**config.mk**
```make
export PLATFORM = sky130hd
export DESIGN_NAME = npnmce_host
export DESIGN_NICKNAME = d
export VERILOG_FILES = /design/src/npnmce_pkg.sv /design/src/npnmce_seq_if.sv /design/src/npnmce_host.sv /design/src/npnmce_pin_seq.sv
export SDC_FILE = /design/constraint.sdc
export NUM_CORES = 1
export LEC_CHECK = 0
export BUFFER_PORTS_ARGS = -buffer_cell sky130_fd_sc_hd__buf_2
export CAP_MARGIN = 30
export CORE_ASPECT_RATIO = 0.8
export CORE_MARGIN = 5
export CORE_UTILIZATION = 45
export CTS_CLUSTER_SIZE = 25
export DETAILED_ROUTE_END_ITERATION = 10
export PLACE_DENSITY_LB_ADDON = 0.05
export SLEW_MARGIN = 20
export SYNTH_ARGS = -nofsm -noshare
export SYNTH_HDL_FRONTEND = slang
export SYNTH_SLANG_ARGS = --single-unit
```
**constraint.sdc**
```tcl
create_clock -name CLOCK -period 10.6 [get_ports CLOCK]
set_clock_uncertainty 0.2 [all_clocks]
set_input_delay 2.12 -clock CLOCK [delete_from_list [all_inputs] [get_ports CLOCK]]
set_output_delay 2.12 -clock CLOCK [all_outputs]
set_load 0.01 [all_outputs]
```
**src/npnmce_pkg.sv**
```systemverilog
// Constants, types and register map of the NAND-port nvSRAM host controller
package npnmce_pkg;
    localparam int BUS_W = 16;
    // Clock period in ps and bus timing in ns, with cycle and tick counts derived
    localparam int CLK_PERIOD_PS = 5000;
    localparam int T_TICK_NS = 10;
    localparam int TICK_CYC = (T_TICK_NS * 1000 + CLK_PERIOD_PS - 1) / CLK_PERIOD_PS;
    localparam int T_WE_LOW_NS = 15;
    localparam int T_WE_HIGH_NS = 10;
    localparam int T_READ_ACCESS_DELAY_NS = 30;
    localparam int T_BUSY_ONSET_NS = 100;
    localparam int WE_LOW_TICKS = (T_WE_LOW_NS + T_TICK_NS - 1) / T_TICK_NS;
    localparam int WE_HIGH_TICKS = (T_WE_HIGH_NS + T_TICK_NS - 1) / T_TICK_NS;
    // One extra tick covers the two-flop data synchroniser
    localparam int RE_LOW_TICKS = (T_READ_ACCESS_DELAY_NS + T_TICK_NS - 1) / T_TICK_NS + 1;
    localparam int BUSY_ONSET_CYC = (T_BUSY_ONSET_NS * 1000 + CLK_PERIOD_PS - 1) / CLK_PERIOD_PS;
    // Device command codes
    localparam logic [7:0] NC_READ_STATUS = 8'h70;
    localparam logic [7:0] NC_READ_1 = 8'h00;
    localparam logic [7:0] NC_READ_2 = 8'h30;
    localparam logic [7:0] NC_WRITE_1 = 8'h80;
    localparam logic [7:0] NC_WRITE_END = 8'h10;
    localparam logic [7:0] NC_RESET = 8'hff;
    localparam logic [7:0] NC_RECALL = 8'hfc;
    localparam logic [7:0] NC_STORE_1 = 8'h84;
    localparam logic [7:0] NC_STORE_2 = 8'ha5;
    // Device status byte fields
    localparam int SB_WP = 7;
    localparam int SB_RDY = 6;
    localparam int SB_FAIL = 0;
    // Device parameter page fields
    localparam int PP_ADDR_CYCLES_BYTE = 101;
    localparam logic [7:0] PP_ADDR_CYCLES_VAL = 8'h32;
    localparam int PP_TIMING_MODE_BYTE = 129;
    localparam logic [7:0] PP_MODE3_VAL = 8'h08;
    localparam logic [7:0] PP_MODE2_VAL = 8'h04;
    // Host register map (APB byte offsets)
    localparam logic [7:0] REG_CTRL = 8'h00;
    localparam logic [7:0] REG_ADDR = 8'h04;
    localparam logic [7:0] REG_WDATA = 8'h08;
    localparam logic [7:0] REG_RDATA = 8'h0c;
    localparam logic [7:0] REG_STAT = 8'h10;
    localparam int ADDR_W = 21;
    localparam int STAT_BUSY = 0;
    localparam int STAT_RB = 1;
    localparam int STAT_VALID = 2;
    localparam int STAT_BYTE_LSB = 8;
    typedef enum logic [3:0] {
        OP_NONE = 4'h0,
        OP_STATUS = 4'h1,
        OP_RESET = 4'h2,
        OP_RECALL = 4'h3,
        OP_STORE = 4'h4,
        OP_READ_SETUP = 4'h5,
        OP_READ_WORD = 4'h6,
        OP_WRITE_SETUP = 4'h7,
        OP_WRITE_WORD = 4'h8,
        OP_WRITE_END = 4'h9
    } npnmce_op_t;
    typedef enum logic [1:0] {
        CY_CMD = 2'h0,
        CY_ADDR = 2'h1,
        CY_WDATA = 2'h2,
        CY_RDATA = 2'h3
    } npnmce_cycle_t;
    typedef struct packed {
        logic last;
        npnmce_cycle_t kind;
        logic [BUS_W-1:0] data;
    } npnmce_step_t;
endpackage

```
**src/npnmce_seq_if.sv**
```systemverilog
// Link between the command engine and the pin sequencer
`timescale 1ns/1ps
interface npnmce_seq_if;
    import npnmce_pkg::*;
    logic req;
    npnmce_cycle_t kind;
    logic [BUS_W-1:0] data;
    logic done;
    logic [BUS_W-1:0] rdata;
    modport ctl (output req, output kind, output data, input done, input rdata);
    modport seq (input req, input kind, input data, output done, output rdata);
endinterface
```
**src/npnmce_host.sv**
```systemverilog
// Host controller for a NAND-port nvSRAM, with APB register slave
//
// Implementation choices: the placing of the registers and the APB register port.
`timescale 1ns/1ps
module npnmce_host
    import npnmce_pkg::*;
#(
    parameter int BUSY_ONSET = BUSY_ONSET_CYC
) (
    input wire logic CLOCK,
    input wire logic RESET,
    input wire logic PSEL,
    input wire logic PENABLE,
    input wire logic PWRITE,
    input wire logic [7:0] PADDR,
    input wire logic [31:0] PWDATA,
    output logic [31:0] PRDATA,
    output logic PREADY,
    output logic PSLVERR,
    output logic NAND_CE_N,
    output logic NAND_CLE,
    output logic NAND_ALE,
    output logic NAND_WE_N,
    output logic NAND_RE_N,
    input wire logic [BUS_W-1:0] NAND_DQ_I,
    output logic [BUS_W-1:0] NAND_DQ_O,
    output logic NAND_DQ_OE,
    input wire logic NAND_READY_BUSY
);
    typedef enum logic [4:0] {
        MS_IDLE = 5'b00001,
        MS_WAIT_RDY = 5'b00010,
        MS_SEND = 5'b00100,
        MS_WAIT_ONSET = 5'b01000,
        MS_WAIT_RB = 5'b10000
    } npnmce_ms_t;

    npnmce_seq_if sq ();

    npnmce_pin_seq u_seq (
        .clock(CLOCK),
        .reset(RESET),
        .sq(sq),
        .dq_i(NAND_DQ_I),
        .ce_n_q(NAND_CE_N),
        .cle_q(NAND_CLE),
        .ale_q(NAND_ALE),
        .we_n_q(NAND_WE_N),
        .re_n_q(NAND_RE_N),
        .dq_o_q(NAND_DQ_O),
        .dq_oe_q(NAND_DQ_OE)
    );

    npnmce_ms_t st_q, st_d;
    npnmce_op_t op_q, op_d;
    logic [2:0] step_q, step_d;
    logic [ADDR_W-1:0] addr_q, addr_d;
    logic [BUS_W-1:0] wdata_q, wdata_d, rdata_q, rdata_d;
    logic [7:0] sbyte_q, sbyte_d;
    logic svalid_q, svalid_d;
    logic [15:0] wait_q, wait_d;
    logic req_q, req_d;
    npnmce_step_t cur_q, cur_d;
    logic rb_s1_q, rb_s2_q;
    logic [31:0] prdata_d;
    logic pready_d, pslverr_d;
    logic [7:0] sview;
    logic setup, acc, op_ok;

    // Bus cycles of each operation; address bytes low first, upper bits zero
    function automatic npnmce_step_t step_of(npnmce_op_t op, logic [2:0] i,
                                             logic [ADDR_W-1:0] a, logic [BUS_W-1:0] w);
        npnmce_step_t s;
        logic [7:0] ab;
        ab = (i == 3'd1) ? a[7:0] : (i == 3'd2) ? a[15:8] :
             (i == 3'd3) ? {3'h0, a[20:16]} : 8'h00;
        s = '{last: 1'b1, kind: CY_CMD, data: '0};
        case (op)
            OP_STATUS: begin
                s.last = (i == 3'd1);
                s.kind = (i == 3'd0) ? CY_CMD : CY_RDATA;
                s.data = {8'h00, NC_READ_STATUS};
            end
            OP_RESET: s.data = {8'h00, NC_RESET};
            OP_RECALL: s.data = {8'h00, NC_RECALL};
            OP_STORE: begin
                s.last = (i == 3'd1);
                s.data = {8'h00, (i == 3'd0) ? NC_STORE_1 : NC_STORE_2};
            end
            OP_READ_SETUP: begin
                s.last = (i == 3'd6);
                s.kind = (i == 3'd0 || i == 3'd6) ? CY_CMD : CY_ADDR;
                s.data = {8'h00, (i == 3'd0) ? NC_READ_1 : (i == 3'd6) ? NC_READ_2 : ab};
            end
            OP_READ_WORD: s.kind = CY_RDATA;
            OP_WRITE_SETUP: begin
                s.last = (i == 3'd5);
                s.kind = (i == 3'd0) ? CY_CMD : CY_ADDR;
                s.data = {8'h00, (i == 3'd0) ? NC_WRITE_1 : ab};
            end
            OP_WRITE_WORD: begin
                s.kind = CY_WDATA;
                s.data = w;
            end
            OP_WRITE_END: s.data = {8'h00, NC_WRITE_END};
            default: s.last = 1'b1;
        endcase
        return s;
    endfunction

    function automatic logic op_valid(logic [3:0] c);
        return c >= 4'(OP_STATUS) && c <= 4'(OP_WRITE_END);
    endfunction

    // Fail and spare bits are only meaningful while ready reads one
    assign sview = {sbyte_q[SB_WP], sbyte_q[SB_RDY], 5'h00,
                    sbyte_q[SB_RDY] & sbyte_q[SB_FAIL]};
    assign setup = PSEL && !PENABLE;
    assign acc = PSEL && PENABLE && PREADY;
    assign op_ok = op_valid(PWDATA[3:0]) && st_q == MS_IDLE;
    assign sq.req = req_q;
    assign sq.kind = cur_q.kind;
    assign sq.data = cur_q.data;

    always_comb begin
        prdata_d = PRDATA;
        pready_d = setup;
        pslverr_d = 1'b0;
        if (setup) begin
            prdata_d = 32'h0000_0000;
            case (PADDR)
                REG_CTRL: begin
                    prdata_d[3:0] = op_q;
                    pslverr_d = PWRITE && !op_ok;
                end
                REG_ADDR: prdata_d[ADDR_W-1:0] = addr_q;
                REG_WDATA: prdata_d[BUS_W-1:0] = wdata_q;
                REG_RDATA: prdata_d[BUS_W-1:0] = rdata_q;
                REG_STAT: begin
                    prdata_d[STAT_BUSY] = (st_q != MS_IDLE);
                    prdata_d[STAT_RB] = rb_s2_q;
                    prdata_d[STAT_VALID] = svalid_q;
                    prdata_d[STAT_BYTE_LSB +: 8] = sview;
                end
                default: pslverr_d = 1'b1;
            endcase
        end
    end

    always_comb begin
        st_d = st_q;
        op_d = op_q;
        step_d = step_q;
        addr_d = addr_q;
        wdata_d = wdata_q;
        rdata_d = rdata_q;
        sbyte_d = sbyte_q;
        svalid_d = svalid_q;
        wait_d = wait_q;
        req_d = req_q;
        cur_d = cur_q;
        if (acc && PWRITE && !PSLVERR) begin
            case (PADDR)
                REG_ADDR: addr_d = PWDATA[ADDR_W-1:0];
                REG_WDATA: wdata_d = PWDATA[BUS_W-1:0];
                default: ;
            endcase
        end
        case (st_q)
            MS_IDLE: begin
                if (acc && PWRITE && !PSLVERR && PADDR == REG_CTRL) begin
                    op_d = npnmce_op_t'(PWDATA[3:0]);
                    step_d = 3'h0;
                    if (PWDATA[3:0] == 4'(OP_STATUS)) begin
                        svalid_d = 1'b0;
                        st_d = MS_SEND;
                    end else begin
                        st_d = MS_WAIT_RDY;
                    end
                end
            end
            MS_WAIT_RDY: begin
                if (rb_s2_q) begin
                    st_d = MS_SEND;
                end
            end
            MS_SEND: begin
                if (!req_q) begin
                    cur_d = step_of(op_q, step_q, addr_q, wdata_q);
                    req_d = 1'b1;
                end else if (sq.done) begin
                    req_d = 1'b0;
                    step_d = step_q + 3'h1;
                    if (cur_q.kind == CY_RDATA) begin
                        rdata_d = sq.rdata;
                        if (op_q == OP_STATUS) begin
                            sbyte_d = sq.rdata[7:0];
                            svalid_d = 1'b1;
                        end
                    end
                    if (cur_q.last) begin
                        wait_d = 16'(BUSY_ONSET);
                        case (op_q)
                            OP_RESET, OP_RECALL, OP_STORE, OP_READ_SETUP:
                                st_d = MS_WAIT_ONSET;
                            default: st_d = MS_IDLE;
                        endcase
                    end
                end
            end
            MS_WAIT_ONSET: begin
                wait_d = wait_q - 16'h1;
                if (wait_q == 16'h1) begin
                    st_d = MS_WAIT_RB;
                end
            end
            MS_WAIT_RB: begin
                if (rb_s2_q) begin
                    st_d = MS_IDLE;
                end
            end
            default: st_d = MS_IDLE;
        endcase
    end

    always_ff @(posedge CLOCK or posedge RESET) begin
        if (RESET) begin
            PRDATA <= 32'h0000_0000;
            PREADY <= 1'b0;
            PSLVERR <= 1'b0;
            st_q <= MS_IDLE;
            op_q <= OP_NONE;
            step_q <= 3'h0;
            addr_q <= '0;
            wdata_q <= '0;
            rdata_q <= '0;
            sbyte_q <= 8'h00;
            svalid_q <= 1'b0;
            wait_q <= 16'h0;
            req_q <= 1'b0;
            cur_q <= '0;
            rb_s1_q <= 1'b0;
            rb_s2_q <= 1'b0;
        end else begin
            PRDATA <= prdata_d;
            PREADY <= pready_d;
            PSLVERR <= pslverr_d;
            st_q <= st_d;
            op_q <= op_d;
            step_q <= step_d;
            addr_q <= addr_d;
            wdata_q <= wdata_d;
            rdata_q <= rdata_d;
            sbyte_q <= sbyte_d;
            svalid_q <= svalid_d;
            wait_q <= wait_d;
            req_q <= req_d;
            cur_q <= cur_d;
            rb_s1_q <= NAND_READY_BUSY;
            rb_s2_q <= rb_s1_q;
        end
    end

    ready_gate_a: assert property (
        @(posedge CLOCK) disable iff (RESET)
        (st_q == MS_WAIT_RDY && st_d == MS_SEND) |-> rb_s2_q ##1 (op_q != OP_STATUS))
        else $error("command issued while device busy");
    status_mask_a: assert property (
        @(posedge CLOCK) disable iff (RESET)
        (PREADY && PADDR == REG_STAT && !PRDATA[STAT_BYTE_LSB + SB_RDY])
        |-> PRDATA[STAT_BYTE_LSB +: 6] == 6'h00)
        else $error("status bits shown while device busy");
    busy_wait_a: assert property (
        @(posedge CLOCK) disable iff (RESET)
        $rose(st_q == MS_WAIT_ONSET) |-> (st_q == MS_WAIT_ONSET)[*3])
        else $error("busy onset wait cut short");
endmodule

```
**src/npnmce_pin_seq.sv**
```systemverilog
// Pin sequencer: one command, address or data cycle on the NAND pins
`timescale 1ns/1ps
module npnmce_pin_seq
    import npnmce_pkg::*;
(
    input wire logic clock,
    input wire logic reset,
    npnmce_seq_if.seq sq,
    input wire logic [BUS_W-1:0] dq_i,
    output logic ce_n_q,
    output logic cle_q,
    output logic ale_q,
    output logic we_n_q,
    output logic re_n_q,
    output logic [BUS_W-1:0] dq_o_q,
    output logic dq_oe_q
);
    typedef enum logic [2:0] {
        PS_IDLE = 3'b001,
        PS_LOW = 3'b010,
        PS_HIGH = 3'b100
    } npnmce_ps_t;
    npnmce_ps_t st_q, st_d;
    logic [3:0] cnt_q, cnt_d;
    logic [3:0] div_q, div_d;
    logic tick_q, tick_d;
    logic [BUS_W-1:0] dq_s1_q, dq_s2_q;
    logic ce_n_d, cle_d, ale_d, we_n_d, re_n_d, dq_oe_d, done_q, done_d;
    logic [BUS_W-1:0] dq_o_d, rdata_q, rdata_d;
    logic rd_q, rd_d;

    assign sq.done = done_q;
    assign sq.rdata = rdata_q;

    always_comb begin
        div_d = div_q + 4'h1;
        tick_d = 1'b0;
        if (div_q == 4'(TICK_CYC - 1)) begin
            div_d = 4'h0;
            tick_d = 1'b1;
        end
        st_d = st_q;
        cnt_d = cnt_q;
        ce_n_d = ce_n_q;
        cle_d = cle_q;
        ale_d = ale_q;
        we_n_d = we_n_q;
        re_n_d = re_n_q;
        dq_o_d = dq_o_q;
        dq_oe_d = dq_oe_q;
        rdata_d = rdata_q;
        rd_d = rd_q;
        done_d = 1'b0;
        case (st_q)
            PS_IDLE: begin
                if (sq.req && !done_q) begin
                    ce_n_d = 1'b0;
                    cle_d = (sq.kind == CY_CMD);
                    ale_d = (sq.kind == CY_ADDR);
                    rd_d = (sq.kind == CY_RDATA);
                    dq_oe_d = (sq.kind != CY_RDATA);
                    // Commands and addresses only on the low byte
                    dq_o_d = (sq.kind == CY_WDATA) ? sq.data : {8'h00, sq.data[7:0]};
                    we_n_d = (sq.kind == CY_RDATA);
                    re_n_d = (sq.kind != CY_RDATA);
                    cnt_d = (sq.kind == CY_RDATA) ? 4'(RE_LOW_TICKS) : 4'(WE_LOW_TICKS);
                    st_d = PS_LOW;
                end
            end
            PS_LOW: begin
                if (tick_q) begin
                    cnt_d = cnt_q - 4'h1;
                    if (cnt_q == 4'h1) begin
                        if (rd_q) begin
                            rdata_d = dq_s2_q;
                        end
                        we_n_d = 1'b1;
                        re_n_d = 1'b1;
                        cnt_d = 4'(WE_HIGH_TICKS);
                        st_d = PS_HIGH;
                    end
                end
            end
            PS_HIGH: begin
                if (tick_q) begin
                    cnt_d = cnt_q - 4'h1;
                    if (cnt_q == 4'h1) begin
                        ce_n_d = 1'b1;
                        cle_d = 1'b0;
                        ale_d = 1'b0;
                        dq_oe_d = 1'b0;
                        done_d = 1'b1;
                        st_d = PS_IDLE;
                    end
                end
            end
            default: st_d = PS_IDLE;
        endcase
    end

    always_ff @(posedge clock or posedge reset) begin
        if (reset) begin
            st_q <= PS_IDLE;
            cnt_q <= 4'h0;
            div_q <= 4'h0;
            tick_q <= 1'b0;
            dq_s1_q <= '0;
            dq_s2_q <= '0;
            ce_n_q <= 1'b1;
            cle_q <= 1'b0;
            ale_q <= 1'b0;
            we_n_q <= 1'b1;
            re_n_q <= 1'b1;
            dq_o_q <= '0;
            dq_oe_q <= 1'b0;
            rdata_q <= '0;
            rd_q <= 1'b0;
            done_q <= 1'b0;
        end else begin
            st_q <= st_d;
            cnt_q <= cnt_d;
            div_q <= div_d;
            tick_q <= tick_d;
            dq_s1_q <= dq_i;
            dq_s2_q <= dq_s1_q;
            ce_n_q <= ce_n_d;
            cle_q <= cle_d;
            ale_q <= ale_d;
            we_n_q <= we_n_d;
            re_n_q <= re_n_d;
            dq_o_q <= dq_o_d;
            dq_oe_q <= dq_oe_d;
            rdata_q <= rdata_d;
            rd_q <= rd_d;
            done_q <= done_d;
        end
    end

    cycle_class_a: assert property (
        @(posedge clock) disable iff (reset) $rose(we_n_q) |-> !(cle_q && ale_q))
        else $error("command and address latch both high at write strobe");
    cmd_low_byte_a: assert property (
        @(posedge clock) disable iff (reset) (cle_q || ale_q) |-> dq_o_q[15:8] == 8'h00)
        else $error("upper data lines not zero in command or address cycle");
    read_release_a: assert property (
        @(posedge clock) disable iff (reset) !re_n_q |-> (!dq_oe_q && we_n_q && !ce_n_q))
        else $error("host drives data or write strobe during read strobe");
    write_pulse_a: assert property (
        @(posedge clock) disable iff (reset) $fell(we_n_q) |-> !we_n_q[*3] ##1 dq_oe_q)
        else $error("write strobe low too short or data released early");
endmodule

```
==> flow_summary.toml <==
[status]
outcome = "finished clean"

[clocking]
clkTransAtPathRegs_ns = 0.06
cts_setup_buffers = 0
htreeDepth = 1
cts_root_buf = "clkbuf_16"
clock_latency_ns = 0.51
postCtsResizedCells = 0
hold_buffers = 0
clockBufferDepth = 3
cts_buffers = 23
cts_sinks = 214
cts_tree = "done"

[critical_path]
cp-start-kind = "input port"
end_kind = "register"
cp_max_fo = 15
critical_path_class = "input port to register"
critPathArrivalTime_ns = 4.66
required_ns = 10.79

[power_and_ir_drop]
ir_drop_uv = 113
p_per_area_mw_per_mm2 = 181
p_leak_uw = 0.00531
switching_share_pct = 26.3
internal_power_uw = 1460
power_switching_uw = 523
p_seq_share_pct = 45.8
p_comb_share_pct = 11.8
power_frac_clock_pct = 42.4

[routing]
drtIter0Drc = 422
wirelength_mm = 22.7
vias = 6696
drcViolationCount = 0
avgRoutedWirePerCell_um = 18.4
vias_per_cell = 5.44
dr.pass1.iters = 5
ant_nets = 0

[synth]
synth_edf_count = 0
yosys-top-cells-area = "dfrtp_1 55%, mux2_2 8.9%, nand2_1 4.4%"
syn_inst = 858
ys_seq_area_share_pct = 56.4
ys_seq_elements = 214
syn_area_per_cell_um2 = 11.1
synthFlopType = "dfrtp_1"
synth_cell_types = 70
synth_area_leader_cell = "dfrtp_1"
yosysWarnings = 0
ys_async_sr_fraction_pct = 100
yosysTopAreaCellShare_pct = 55.0
synth_area_mm2 = 0.00951

[floorplanning]
core-area_mm2 = 0.0208
die_w_um = 173
dieHeight_um = 140
io_pins = 118
initial_utilization_pct = 45.8
rows = 47
fp.dieArea_mm2 = 0.0242

[timing]
worstMarginPinSlew_ns = 0.926
max_slew_margin_pct = 38.1
max_freq_mhz = 224
rsz0062_at_grt = "no"
setup_viol = 0
hold_viol = 0
drv_slew = 0
fin_crit_ns = 4.47
fin_crit_sh_pct = 42.1
setup-tns-final_ns = 0

[grt]
track_usage_pct = 18.6
overflow = 0
grt_max_degree = 100
grt_pass1_vias = 6758
grt_pass1_wl_mm = 37.3
antenna_found_initial = 2

[finish]
drive_gt1_share_pct = 25.8
postLayoutCoreUtil_pct = 52.8
nets = 1014
layout-area-overhead-vs-synth_pct = 15.3
nFillCells = 1857

[placed_design]
portBuffers = 95
place_congestion = 0.869
dp.final_hpwl_mm = 16.4

[hold_path]
hp-class = "register to register"

[job]
maxCapViolations = 0
## power by group through the flow
stage	clock network, µW	logic [µW]	registers (µW)
2_1_floorplan	0	177	908
3_3_place_gp	0	229	923
3_5_place_dp	0	237	925
4_1_cts	867	238	910
5_1_grt	899	267	917
6_report	842	235	911
## layout by cell type (no fill, tap or decap), types with 9 or more instances in the layout
master / Yosys / routed
nand2_1: 111 / 111
conb_1: 1 / 11
inv_1: 22 / 21
a21oi_1: 29 / 29
a31oi_1: 10 / 10
nor2b_1: 14 / 14
mux2_4: 10 / 10
ha_1: 9 / 9
nor4_1: 10 / 10
nor2_1: 59 / 58
xnor2_1: 12 / 12
nor3_1: 12 / 12
nand2b_1: 10 / 10
dfrtp_1: 209 / 209
nand3_1: 28 / 28
mux2_2: 75 / 75
a22oi_1: 17 / 17
buf_2: 4 / 96
xor2_1: 10 / 10
or3_1: 10 / 10
o21ai_0: 50 / 50
clkbuf_16: 0 / 23
## cell usage after synthesis, types with 5 or more instances
library cell  instances
a22oi_1              17
nand4_1               8
a22o_1                8
a21oi_1              29
o21ai_0              50
dfstp_2               5
nand2b_1             10
xor2_1               10
nand3_1              28
inv_1                22
ha_1                  9
nor2b_1              14
mux2_2               75
nor4_1               10
o31ai_1               8
mux2_4               10
xnor2_1              12
a31oi_1              10
dfrtp_1             209
nand2_1             111
buf_4                12
and2_1                5
clkbuf_1             29
nor3_1               12
nor2_1               59
or3_1                10
## per-layer routing
| layer | GRT usage [%] | share of wire (%) | vias up |
|---|---|---|---|
| li1 | - | - | 3168 |
| met5 | 0 | 0.031 | - |
| met4 | 4.50 | 1.7 | 2 |
| met3 | 3.91 | 5.6 | 30 |
| met1 | 28.9 | 50 | 3308 |
| met2 | 26.7 | 43 | 188 |
## registers in the layout (all words and copies together) (netlist names), 2 cells and up
register        count
wait_q             16
wdata_q            16
PRDATA             21
u_seq.cnt_q         4
rdata_q            16
op_q                4
sq.data            16
u_seq.sq.rdata     16
u_seq.dq_o_q       16
sbyte_q             3
u_seq.dq_s2_q      16
sq.kind             2
step_q              3
u_seq.st_q          3
addr_q             21
u_seq.div_q         4
u_seq.dq_s1_q      16
st_q                5
## path summary, 6_finish.rpt
path / end / start / cells past startpoint / slack, ns
worst max register to register: rdata_q[11] / st_q[4] / 4 / 7.95
worst min-delay path: u_seq.dq_s2_q[11] / u_seq.dq_s1_q[11] / 0 / 0.15
worst max-delay path: wdata_q[15] / PADDR[4] / 7 / 6.13
worst min register to register: u_seq.dq_s2_q[11] / u_seq.dq_s1_q[11] / 0 / 0.15
max in group asynchronous: u_seq.dq_o_q[11] / RESET / 4 / 6.76
min in group asynchronous: rb_s1_q / RESET / 2 / 1.51
## kinds of logic (layout without fill, tap and decap cells)
| family | count (synthesis) | count (layout) | share of synthesized area, % |
|---|---|---|---|
| adder cells (fa/ha/maj) | 9 | 9 | 1.18 |
| XOR/XNOR | 22 | 22 | 2.03 |
| multiplexers | 90 | 90 | 11.4 |
| buffers and inverters | 75 | 167 | 3.82 |
| other | 1 | 12 | 0.0394 |
| flip-flops | 214 | 214 | 56.4 |
| AND/OR/NAND/NOR | 294 | 294 | 14.9 |
| AO/OA/AOI/OAI | 153 | 153 | 10.3 |
## stage by stage
stage	instance area (µm²)	power, µW	cells	worst slack [ns]	hold slack, ns
2_1_floorplan	9540	1080	868	2.44	0.131
3_3_place_gp	10100	1150	1185	5.59	0.132
3_5_place_dp	10100	1160	1186	5.67	0.135
4_1_cts	11000	2020	1228	6.21	0.148
5_1_grt	11000	2080	1230	5.99	0.155
6_report	11000	1990	1230	6.13	0.148
## final cells by class
| class | count | area, µm² | area share [%] |
|---|---|---|---|
| antenna | 1 | 2.50 | 0.0228 |
| clock buffer | 30 | 662 | 6.04 |
| clock inverter | 12 | 149 | 1.36 |
| inverter | 23 | 93.8 | 0.856 |
| multi-input combinational | 579 | 3830 | 34.9 |
| sequential | 214 | 5360 | 48.9 |
| tap | 269 | 337 | 3.07 |
| timing repair buffer | 102 | 529 | 4.83 |
## critical path, stage by stage
cell     delay [ns]
buf_2          0.19
nor4_1         0.42
nand2_1        0.20
or3_1          0.51
nor2b_1        0.52
buf_4          0.32
mux2_2         0.36
Power figures use the tool's default switching activity.
